==> config.mk <==
export PLATFORM = sky130hd
export DESIGN_NAME = fbx_exec
export DESIGN_NICKNAME = d
export VERILOG_FILES = /design/src/rtl/fbx_pkg.sv /design/src/rtl/fbx_ram_if.sv /design/src/rtl/fbx_ram.sv /design/src/rtl/fbx_exec.sv
export SDC_FILE = /design/constraint.sdc
export NUM_CORES = 1
export LEC_CHECK = 0
export BUFFER_PORTS_ARGS = -buffer_cell sky130_fd_sc_hd__buf_2
export CAP_MARGIN = 30
export CORE_ASPECT_RATIO = 0.6
export CORE_MARGIN = 2
export CORE_UTILIZATION = 33
export CTS_BUF_LIST = sky130_fd_sc_hd__clkbuf_8 sky130_fd_sc_hd__clkbuf_16
export CTS_CLUSTER_SIZE = 25
export DETAILED_ROUTE_END_ITERATION = 12
export GPL_TIMING_DRIVEN = 0
export HOLD_SLACK_MARGIN = 0.06
export PLACE_DENSITY = 0.55
export SLEW_MARGIN = 0
export SYNTH_ARGS = -nofsm -noshare
export SYNTH_HDL_FRONTEND = slang
export SYNTH_SLANG_ARGS = --single-unit
==> constraint.sdc <==
create_clock -name mclk -period 6.75 [get_ports mclk]
set_input_delay 0.675 -clock mclk [delete_from_list [all_inputs] [get_ports mclk]]
set_output_delay 0.675 -clock mclk [all_outputs]
set_load 0.05 [all_outputs]
==> src/rtl/fbx_pkg.sv <==
// Shared constants and types for the 4-bit transfer and branch executor
package fbx_pkg;

	// Datapath widths
	localparam int FBX_NIB_W = 4;
	localparam int FBX_PC_W = 6;
	localparam int FBX_BANK_W = 4;
	localparam int FBX_OP_W = 8;
	localparam int FBX_RAM_AW = 5;
	localparam int FBX_RAM_WORDS = 32;
	localparam int FBX_STACK_DEPTH = 3;

	// Reset values
	localparam logic [3:0] FBX_NIB_RST = 4'h0;
	localparam logic [5:0] FBX_PC_RST = 6'h00;
	localparam logic [3:0] FBX_BANK_RST = 4'h0;
	localparam logic FBX_FLAG_RST = 1'b1;

	// Whole opcodes
	localparam logic [7:0] FBX_OPC_YREG_FROM_ACC = 8'h24;
	localparam logic [7:0] FBX_OPC_ACC_FROM_YREG = 8'h23;
	localparam logic [7:0] FBX_OPC_ZERO_ACC = 8'h2f;
	localparam logic [7:0] FBX_OPC_STORE_ACC = 8'h03;
	localparam logic [7:0] FBX_OPC_STORE_ACC_INC_Y = 8'h20;
	localparam logic [7:0] FBX_OPC_YREG_FROM_MEM = 8'h22;
	localparam logic [7:0] FBX_OPC_ACC_FROM_MEM = 8'h21;
	localparam logic [7:0] FBX_OPC_SWAP_ACC_MEM = 8'h2e;
	localparam logic [7:0] FBX_OPC_SUBROUTINE_RETURN = 8'h0f;

	// Upper nibbles of opcodes with a 4-bit immediate
	localparam logic [3:0] FBX_HI_YREG_IMMEDIATE = 4'h4;
	localparam logic [3:0] FBX_HI_STORE_IMM_INC_Y = 4'h6;
	localparam logic [3:0] FBX_HI_BANK_BUFFER_LOAD = 4'h1;

	// Upper six bits of opcodes with a bit or page operand
	localparam logic [5:0] FBX_HI_BIT_FORCE_ONE = 6'h0c;
	localparam logic [5:0] FBX_HI_BIT_CLEAR = 6'h0d;
	localparam logic [5:0] FBX_HI_BIT_TEST = 6'h0e;
	localparam logic [5:0] FBX_HI_XREG_IMMEDIATE = 6'h0f;

	// Top two bits of the long-address formats
	localparam logic [1:0] FBX_HI_JUMP_IF_FLAG = 2'b10;
	localparam logic [1:0] FBX_HI_CALL_IF_FLAG = 2'b11;

	// Decoded operations handled by this block
	typedef enum logic [4:0] {
		FBX_YREG_FROM_ACC,
		FBX_ACC_FROM_YREG,
		FBX_ZERO_ACC,
		FBX_STORE_ACC,
		FBX_STORE_ACC_INC_Y,
		FBX_YREG_FROM_MEM,
		FBX_ACC_FROM_MEM,
		FBX_SWAP_ACC_MEM,
		FBX_YREG_IMMEDIATE,
		FBX_STORE_IMM_INC_Y,
		FBX_XREG_IMMEDIATE,
		FBX_BIT_FORCE_ONE,
		FBX_BIT_CLEAR,
		FBX_BIT_TEST,
		FBX_JUMP_IF_FLAG,
		FBX_CALL_IF_FLAG,
		FBX_SUBROUTINE_RETURN,
		FBX_BANK_BUFFER_LOAD,
		FBX_FOREIGN
	} fbx_op_t;

endpackage

==> src/rtl/fbx_ram_if.sv <==
// Port bundle between the executor and its 32x4 data RAM
`timescale 1ns/10ps

interface fbx_ram_if;
	import fbx_pkg::*;

	logic [FBX_RAM_AW-1:0] addr;
	logic [FBX_NIB_W-1:0] wdata;
	logic we;
	logic [FBX_NIB_W-1:0] rdata;

	modport ctrl (output addr, output wdata, output we, input rdata);
	modport mem (input addr, input wdata, input we, output rdata);
endinterface

==> src/rtl/fbx_ram.sv <==
// 32x4 flip-flop data RAM with combinational read and clocked write
`timescale 1ns/10ps

module fbx_ram
	import fbx_pkg::*;
(
	input wire logic mclk,
	input wire logic srst,
	input wire logic ce,
	fbx_ram_if.mem ram
);

	typedef struct packed {
		logic [FBX_RAM_WORDS-1:0][FBX_NIB_W-1:0] word;
	} fbx_ram_state_t;

	fbx_ram_state_t st;
	fbx_ram_state_t next_st;

	// Read is combinational so a read-modify-write fits one cycle
	assign ram.rdata = st.word[ram.addr];

	// Write port
	always_comb
	begin
		next_st = st;
		if (ram.we)
			next_st.word[ram.addr] = ram.wdata;
	end

	// Cleared on reset so simulation never reads unknowns
	always_ff @(posedge mclk)
	begin
		if (srst)
			st <= '0;
		else if (ce)
			st <= next_st;
	end

endmodule

==> src/rtl/fbx_exec.sv <==
// Instruction executor: transfers, RAM bit ops, branch, call and return
//
// How it works
// - Y gets accumulator, accumulator kept, flag set
// - Accumulator gets all four Y bits, Y kept, flag set
// - Accumulator forced to zero, flag set
// - Accumulator written to RAM at X,Y, accumulator kept, flag set
// - Accumulator written to RAM at X,Y, then Y increments
// - Y loaded from RAM at X,Y, RAM untouched, flag set
// - Accumulator loaded from RAM at X,Y, RAM untouched, flag set
// - Accumulator and RAM word at X,Y swap in one instruction, flag set
// - Y loaded from the 4-bit immediate, flag set
// - Immediate written to RAM at X,Y, Y increments, flag set
// - X loaded from the 1-bit operand to pick the RAM page, flag set
// - Chosen RAM bit forced to one, others kept, flag set
// - Chosen RAM bit forced to zero, others kept, flag set
// - Flag takes the value of the chosen RAM bit
// - Flag one: branch loads PC from field and bank from buffer
// - Flag zero: branch falls through, then flag returns to one
// - PC steps through a fixed pseudo-random sequence, not binary
// - Flag one: call pushes next PC and bank, jumps, bank from buffer
// - Flag zero: call skips push, buffer restored from bank, flag set
// - Return pops top entry to PC and banks, deepest kept, flag set
// - Buffer load copies the 4-bit immediate into the bank buffer
`timescale 1ns/10ps

module fbx_exec
	import fbx_pkg::*;
(
	input wire logic mclk,
	input wire logic srst,
	input wire logic ce,
	output logic [FBX_BANK_W+FBX_PC_W-1:0] rom_addr,
	input wire logic [FBX_OP_W-1:0] rom_data,
	output logic [FBX_NIB_W-1:0] acc,
	output logic [FBX_NIB_W-1:0] yreg,
	output logic xreg,
	output logic cond_flag,
	output logic [FBX_BANK_W-1:0] active_rom_bank,
	output logic [FBX_BANK_W-1:0] next_rom_bank_buffer,
	output logic foreign_op
);

	////////////////////////////////////////////////////////////////////////
	// Types and state

	typedef struct packed {
		logic [FBX_PC_W-1:0] pc;
		logic [FBX_BANK_W-1:0] bank;
	} fbx_frame_t;

	typedef struct packed {
		logic [FBX_NIB_W-1:0] acc;
		logic [FBX_NIB_W-1:0] yreg;
		logic xreg;
		logic flag;
		logic [FBX_PC_W-1:0] pc;
		logic [FBX_BANK_W-1:0] bank;
		logic [FBX_BANK_W-1:0] bank_buf;
		logic [FBX_STACK_DEPTH-1:0][$bits(fbx_frame_t)-1:0] stack;
		logic foreign;
	} fbx_state_t;

	fbx_state_t st;
	fbx_state_t next_st;
	fbx_op_t op;
	fbx_ram_if ram_bus ();

	logic [FBX_NIB_W-1:0] imm;
	logic [1:0] bit_sel;
	logic [FBX_PC_W-1:0] pc_seq;
	logic [FBX_NIB_W-1:0] mem_word;
	fbx_frame_t top_frame;
	fbx_frame_t push_frame;

	////////////////////////////////////////////////////////////////////////
	// Functions

	// Opcode classifier; anything not recognised belongs to other units
	function automatic fbx_op_t decode_op(input logic [FBX_OP_W-1:0] o);
		fbx_op_t r;
		r = FBX_FOREIGN;
		if (o[7:6] == FBX_HI_JUMP_IF_FLAG)
			r = FBX_JUMP_IF_FLAG;
		else if (o[7:6] == FBX_HI_CALL_IF_FLAG)
			r = FBX_CALL_IF_FLAG;
		else if (o[7:4] == FBX_HI_YREG_IMMEDIATE)
			r = FBX_YREG_IMMEDIATE;
		else if (o[7:4] == FBX_HI_STORE_IMM_INC_Y)
			r = FBX_STORE_IMM_INC_Y;
		else if (o[7:4] == FBX_HI_BANK_BUFFER_LOAD)
			r = FBX_BANK_BUFFER_LOAD;
		else if (o[7:2] == FBX_HI_BIT_FORCE_ONE)
			r = FBX_BIT_FORCE_ONE;
		else if (o[7:2] == FBX_HI_BIT_CLEAR)
			r = FBX_BIT_CLEAR;
		else if (o[7:2] == FBX_HI_BIT_TEST)
			r = FBX_BIT_TEST;
		else if (o[7:2] == FBX_HI_XREG_IMMEDIATE)
			r = FBX_XREG_IMMEDIATE;
		else if (o == FBX_OPC_YREG_FROM_ACC)
			r = FBX_YREG_FROM_ACC;
		else if (o == FBX_OPC_ACC_FROM_YREG)
			r = FBX_ACC_FROM_YREG;
		else if (o == FBX_OPC_ZERO_ACC)
			r = FBX_ZERO_ACC;
		else if (o == FBX_OPC_STORE_ACC)
			r = FBX_STORE_ACC;
		else if (o == FBX_OPC_STORE_ACC_INC_Y)
			r = FBX_STORE_ACC_INC_Y;
		else if (o == FBX_OPC_YREG_FROM_MEM)
			r = FBX_YREG_FROM_MEM;
		else if (o == FBX_OPC_ACC_FROM_MEM)
			r = FBX_ACC_FROM_MEM;
		else if (o == FBX_OPC_SWAP_ACC_MEM)
			r = FBX_SWAP_ACC_MEM;
		else if (o == FBX_OPC_SUBROUTINE_RETURN)
			r = FBX_SUBROUTINE_RETURN;
		return r;
	endfunction

	// Next program address: 6-bit XNOR feedback shift, taps 6 and 5.
	// Walks 63 states; all-ones is the lock-up code and is never reached
	// from reset or from a sane jump target.
	function automatic logic [FBX_PC_W-1:0] pc_step(
		input logic [FBX_PC_W-1:0] p);
		return {p[FBX_PC_W-2:0], ~(p[5] ^ p[4])};
	endfunction

	// Single increment for Y; wraps 15 to 0 through the 4-bit width
	function automatic logic [FBX_NIB_W-1:0] nib_inc(
		input logic [FBX_NIB_W-1:0] v);
		return FBX_NIB_W'(v + 1'b1);
	endfunction

	////////////////////////////////////////////////////////////////////////
	// Field extraction and RAM hookup

	// The bit operand is stored least significant first in the opcode
	assign imm = rom_data[3:0];
	assign bit_sel = {rom_data[0], rom_data[1]};
	assign op = decode_op(rom_data);
	assign pc_seq = pc_step(st.pc);
	assign mem_word = ram_bus.rdata;
	assign top_frame = fbx_frame_t'(st.stack[0]);
	assign push_frame = '{pc: pc_seq, bank: st.bank};

	// RAM sits at X,Y; the address is stable for the whole cycle
	assign ram_bus.addr = {st.xreg, st.yreg};

	fbx_ram u_ram (
		.mclk(mclk),
		.srst(srst),
		.ce(ce),
		.ram(ram_bus.mem)
	);

	////////////////////////////////////////////////////////////////////////
	// RAM write data: everything lands at the clock edge that ends the
	// instruction, so read-modify-write never spans two cycles

	always_comb
	begin
		ram_bus.wdata = mem_word;
		ram_bus.we = 1'b0;
		unique case (op)
			FBX_STORE_ACC, FBX_STORE_ACC_INC_Y, FBX_SWAP_ACC_MEM:
			begin
				ram_bus.wdata = st.acc;
				ram_bus.we = 1'b1;
			end
			FBX_STORE_IMM_INC_Y:
			begin
				ram_bus.wdata = imm;
				ram_bus.we = 1'b1;
			end
			FBX_BIT_FORCE_ONE:
			begin
				ram_bus.wdata[bit_sel] = 1'b1;
				ram_bus.we = 1'b1;
			end
			FBX_BIT_CLEAR:
			begin
				ram_bus.wdata[bit_sel] = 1'b0;
				ram_bus.we = 1'b1;
			end
			default:
			begin
				ram_bus.we = 1'b0;
			end
		endcase
	end

	////////////////////////////////////////////////////////////////////////
	// Register next state. The flag ends at one for every instruction
	// here except the bit test; foreign opcodes only advance the PC and raise foreign_op.

	always_comb
	begin
		next_st = st;
		next_st.pc = pc_seq;
		next_st.foreign = 1'b0;
		unique case (op)
			FBX_YREG_FROM_ACC:
			begin
				next_st.yreg = st.acc;
				next_st.flag = 1'b1;
			end
			FBX_ACC_FROM_YREG:
			begin
				next_st.acc = st.yreg;
				next_st.flag = 1'b1;
			end
			FBX_ZERO_ACC:
			begin
				next_st.acc = FBX_NIB_RST;
				next_st.flag = 1'b1;
			end
			FBX_STORE_ACC:
			begin
				next_st.flag = 1'b1;
			end
			FBX_STORE_ACC_INC_Y, FBX_STORE_IMM_INC_Y:
			begin
				// Y moves after the store, which used the old Y
				next_st.yreg = nib_inc(st.yreg);
				next_st.flag = 1'b1;
			end
			FBX_YREG_FROM_MEM:
			begin
				next_st.yreg = mem_word;
				next_st.flag = 1'b1;
			end
			FBX_ACC_FROM_MEM:
			begin
				next_st.acc = mem_word;
				next_st.flag = 1'b1;
			end
			FBX_SWAP_ACC_MEM:
			begin
				next_st.acc = mem_word;
				next_st.flag = 1'b1;
			end
			FBX_YREG_IMMEDIATE:
			begin
				next_st.yreg = imm;
				next_st.flag = 1'b1;
			end
			FBX_XREG_IMMEDIATE:
			begin
				next_st.xreg = rom_data[0];
				next_st.flag = 1'b1;
			end
			FBX_BIT_FORCE_ONE, FBX_BIT_CLEAR:
			begin
				next_st.flag = 1'b1;
			end
			FBX_BIT_TEST:
			begin
				next_st.flag = mem_word[bit_sel];
			end
			FBX_JUMP_IF_FLAG:
			begin
				if (st.flag)
				begin
					// Same bank in the buffer gives a short jump
					next_st.pc = rom_data[FBX_PC_W-1:0];
					next_st.bank = st.bank_buf;
				end
				next_st.flag = 1'b1;
			end
			FBX_CALL_IF_FLAG:
			begin
				if (st.flag)
				begin
					// Push shifts the deepest frame out: four nested
					// calls lose the oldest return silently
					next_st.stack[0] = push_frame;
					next_st.stack[1] = st.stack[0];
					next_st.stack[2] = st.stack[1];
					next_st.pc = rom_data[FBX_PC_W-1:0];
					next_st.bank = st.bank_buf;
				end
				else
				begin
					next_st.bank_buf = st.bank;
				end
				next_st.flag = 1'b1;
			end
			FBX_SUBROUTINE_RETURN:
			begin
				// Deepest frame is duplicated, not cleared, on a pop
				next_st.pc = top_frame.pc;
				next_st.bank = top_frame.bank;
				next_st.bank_buf = top_frame.bank;
				next_st.stack[0] = st.stack[1];
				next_st.stack[1] = st.stack[2];
				next_st.flag = 1'b1;
			end
			FBX_BANK_BUFFER_LOAD:
			begin
				next_st.bank_buf = imm;
				next_st.flag = 1'b1;
			end
			FBX_FOREIGN:
			begin
				next_st.foreign = 1'b1;
			end
		endcase
	end

	////////////////////////////////////////////////////////////////////////
	// State register: one instruction retires per enabled edge

	always_ff @(posedge mclk)
	begin
		if (srst)
		begin
			st <= '0;
			st.flag <= FBX_FLAG_RST;
			st.pc <= FBX_PC_RST;
			st.bank <= FBX_BANK_RST;
			st.bank_buf <= FBX_BANK_RST;
		end
		else if (ce)
			st <= next_st;
	end

	////////////////////////////////////////////////////////////////////////
	// Outputs, all straight from the state register

	assign rom_addr = {st.bank, st.pc};
	assign acc = st.acc;
	assign yreg = st.yreg;
	assign xreg = st.xreg;
	assign cond_flag = st.flag;
	assign active_rom_bank = st.bank;
	assign next_rom_bank_buffer = st.bank_buf;
	assign foreign_op = st.foreign;

endmodule

==> out/results.ini <==
[worst_setup_path]
crit_path_max_fanout=10
slowest_delay_ns=1.17
slowest_stage=a222oi_1
r2r-start=yreg[1]
cp_cell_sequence=clkbuf_1 -> buf_2 -> buf_2 -> mux2i_1 -> o22ai_1 -> nor4_1 -> nand3_1 -> a222oi_1 -> clkbuf_1 -> a211oi_1
setup.worst_path.end_class=flop
path_delay_family=buffers and inverters
ff2ff_path_depth=10
setup.worst_path.start_class=flop
critPathBufInv=4
critPathArrivalTime_ns=5.55
r2r_slack_ns=1.49
critical_path_class=flop to flop
worstPathRequired_ns=7.04
timing.rr.end=u_ram.st[59]

[cts]
cts_tree=yes
clk_latency_ns=0.46
clock-sinks=183
cts-hold-fix-buffers=0
clockRootBuffer=clkbuf_16
htree_levels=4
ctsResizeCount=0
cts_setup_buffers=0
clk_path_buf_depth=2
cts_buffers=17
clkTransAtPathRegs_ns=0.07

[sta]
fin_crit_sh=0.7797
hold_viol=0
fin_skew_ns=0.008969
slew_headroom=0.05987
fmax_ghz=0.1900
slew_violations=0
layout_min_cycle_time_ns=5.263
setup_viol=0
rsz0062_at_grt=false
finalSetupTns_ns=0
max_slew.worst_pin.slew_ns=1.410

[power_and_ir_drop]
power.density_nw_per_um2=226.3
p_seq_frac=0.463
ir_drop_v=0.0001575
pwr-share-clk=0.445
p_sw_uw=625.3
power_leakage_nw=3.213
p_int_mw=1.760
combPwrFrac=0.092
p_sw_frac=0.2622

[logic_synthesis]
seq_area_frac_synth=0.3962
synthTopCellsByCount=183 x dfxtp_1, 159 x a211oi_1, 148 x a21oi_1
synth_top_cell_area_share=0.3962
yosysMostFrequentCell=dfxtp_1
synth_cell_types=64
synthArstFlopShare=0
synthCells=1067
ys_top_cells_by_area=dfxtp_1 40%, a211oi_1 13%, mux2i_1 9.3%
syn-num-nets=1082
synth-edff-count=0
syn-mean-instance-area_um2=8.666
synth-seq-cells=183
yosysTopAreaCell=dfxtp_1
netlist_area_um2=9246
yosys_warnings=0
synth_ff_type=dfxtp_1

[route]
dr.pass1.iters=6
drc=0
ant_nets=0
viasPerCell=5.895
dr_total_vias=8860
routedWlPerCell_um=23.13
drt_iter0_drc=1223
wl_um=34760

[die]
num_rows=47
dieArea_um2=29420
die_y_um=133.7
die_w_um=220.1
io_pins=40
core_area_um2=27580
initial_core_util=0.3353

[layout]
antenna_cells=0
multi_input_comb_area_um2=4959
seq_area_um2=3664
drive_above_1_share=0.1171
nets=1139
syn2layout_area_growth_pct=13.99
fillers=2775
instances_no_fill=1503

[min_path]
hold_depth=2
hold_start=st[26]
worst_hold_path_type=flop to flop
hold_end=st[26]

[outcome]
status=completed

[global_routing]
grt_overflow=0
grt_pass1_vias=8042
grt_max_degree=17
antenna_found_initial=0
grt_first_pass_wirelength_um=52130
grt_use_total=0.2402

[placed_design]
dp.cells=1471
globalplace.congestion=0.9769
hpwlAfterDp_um=25850
port_buffers=34

[job]
maxCapViolCount=0

==> routing by layer <==
| metal | global-route usage | part of all wire |
|---|---|---|
| met5 | 0 | 0 |
| met3 | 0.09680 | 0.11 |
| met4 | 0.05034 | 0.011 |
| met1 | 0.3864 | 0.52 |
| met2 | 0.2823 | 0.36 |
==> layout by cell type (no fill, tap or decap), drive strengths merged, types with 4 or more instances in the layout <==
| cell type | instances |
|---|---|
| dfxtp | 183 |
| a211oi | 159 |
| a21oi | 148 |
| nor2 | 92 |
| clkbuf | 92 |
| buf | 88 |
| mux2i | 86 |
| nand2 | 53 |
| and2 | 35 |
| o22ai | 34 |
| o21ai | 16 |
| a22oi | 10 |
| nor3 | 9 |
| nor4 | 9 |
| inv | 9 |
| nand2b | 7 |
| nor2b | 7 |
| a221oi | 7 |
| nand3 | 6 |
| or4bb | 6 |
| a222oi | 6 |
| or4 | 5 |
| or4b | 5 |
| nand3b | 4 |
| nand4b | 4 |
| a22o | 4 |
| ha | 4 |
==> flip-flops by register name, summed over array words and instances, names as in the netlist <==
register              flops
u_ram.st                128
st                       20
top_frame                10
rom_addr                  6
acc                       4
active_rom_bank           4
next_rom_bank_buffer      4
yreg                      4
cond_flag                 1
foreign_op                1
xreg                      1
==> per-stage QoR <==
step	util	hold slack, ns	worst slack [ns]	total power [mW]	area, µm²
6_report	0.3822	0.4552	1.487	2.385	10540
5_1_grt	0.3822	0.4839	1.515	2.458	10540
4_1_cts	0.3820	0.4607	1.764	2.391	10540
3_5_place_dp	0.3596	0.4515	1.787	1.342	9917
3_3_place_gp	0.3581	0.4437	1.521	1.340	9876
2_1_floorplan	-	0.4360	3.642	1.267	9246
==> how the worst max path moves through the flow <==
stage	start	endpoint	slack [ns]	cells after the start
after floorplan	rom_data[2]	u_ram.st[0]	3.64	9
after global placement	yreg[1]	u_ram.st[59]	1.52	10
after detailed placement	yreg[1]	u_ram.st[43]	1.79	10
after CTS	yreg[1]	u_ram.st[59]	1.76	10
after global routing	yreg[1]	u_ram.st[123]	1.51	10
final	yreg[1]	u_ram.st[59]	1.49	10
==> worst register-to-register path, stage by stage, from the launching register on <==
cell	delay, ns
dfxtp_1	0.41
clkbuf_1	0.32
buf_2	0.48
buf_2	0.47
mux2i_1	0.50
o22ai_1	0.19
nor4_1	0.51
nand3_1	0.18
a222oi_1	1.17
clkbuf_1	0.69
a211oi_1	0.18
==> cells by family after synthesis <==
group                      count (synthesis)  share of synthesized area
AOI/OAI and AO/OA                        405                     0.2873
and+or+nand+nor                          259                     0.1447
DFF                                      183                     0.3962
buffers and inverters                    126                    0.06752
muxes                                     89                    0.09797
adders and majority gates                  4                   0.005413
xor gates and xnor gates                   1                  0.0009474
==> area by class of cell <==
cell class | instances | share of cell area
clock inverters | 8 | 0.01045
inverters | 7 | 0.002493
clock buffers | 23 | 0.04820
multi-input cells | 758 | 0.4704
well taps | 367 | 0.04357
plain buffers | 119 | 0.05674
repair buffers | 38 | 0.02054
flip-flops and latches | 183 | 0.3476
==> power by group through the flow <==
| stage | clock, mW | combinational (mW) | sequential, mW |
|---|---|---|---|
| after floorplan | 0 | 0.141 | 1.13 |
| after global placement | 0 | 0.210 | 1.13 |
| after detailed placement | 0 | 0.212 | 1.13 |
| after CTS | 1.07 | 0.213 | 1.10 |
| after global routing | 1.12 | 0.233 | 1.11 |
| final | 1.06 | 0.219 | 1.11 |
(Power assumes the default switching activity.)
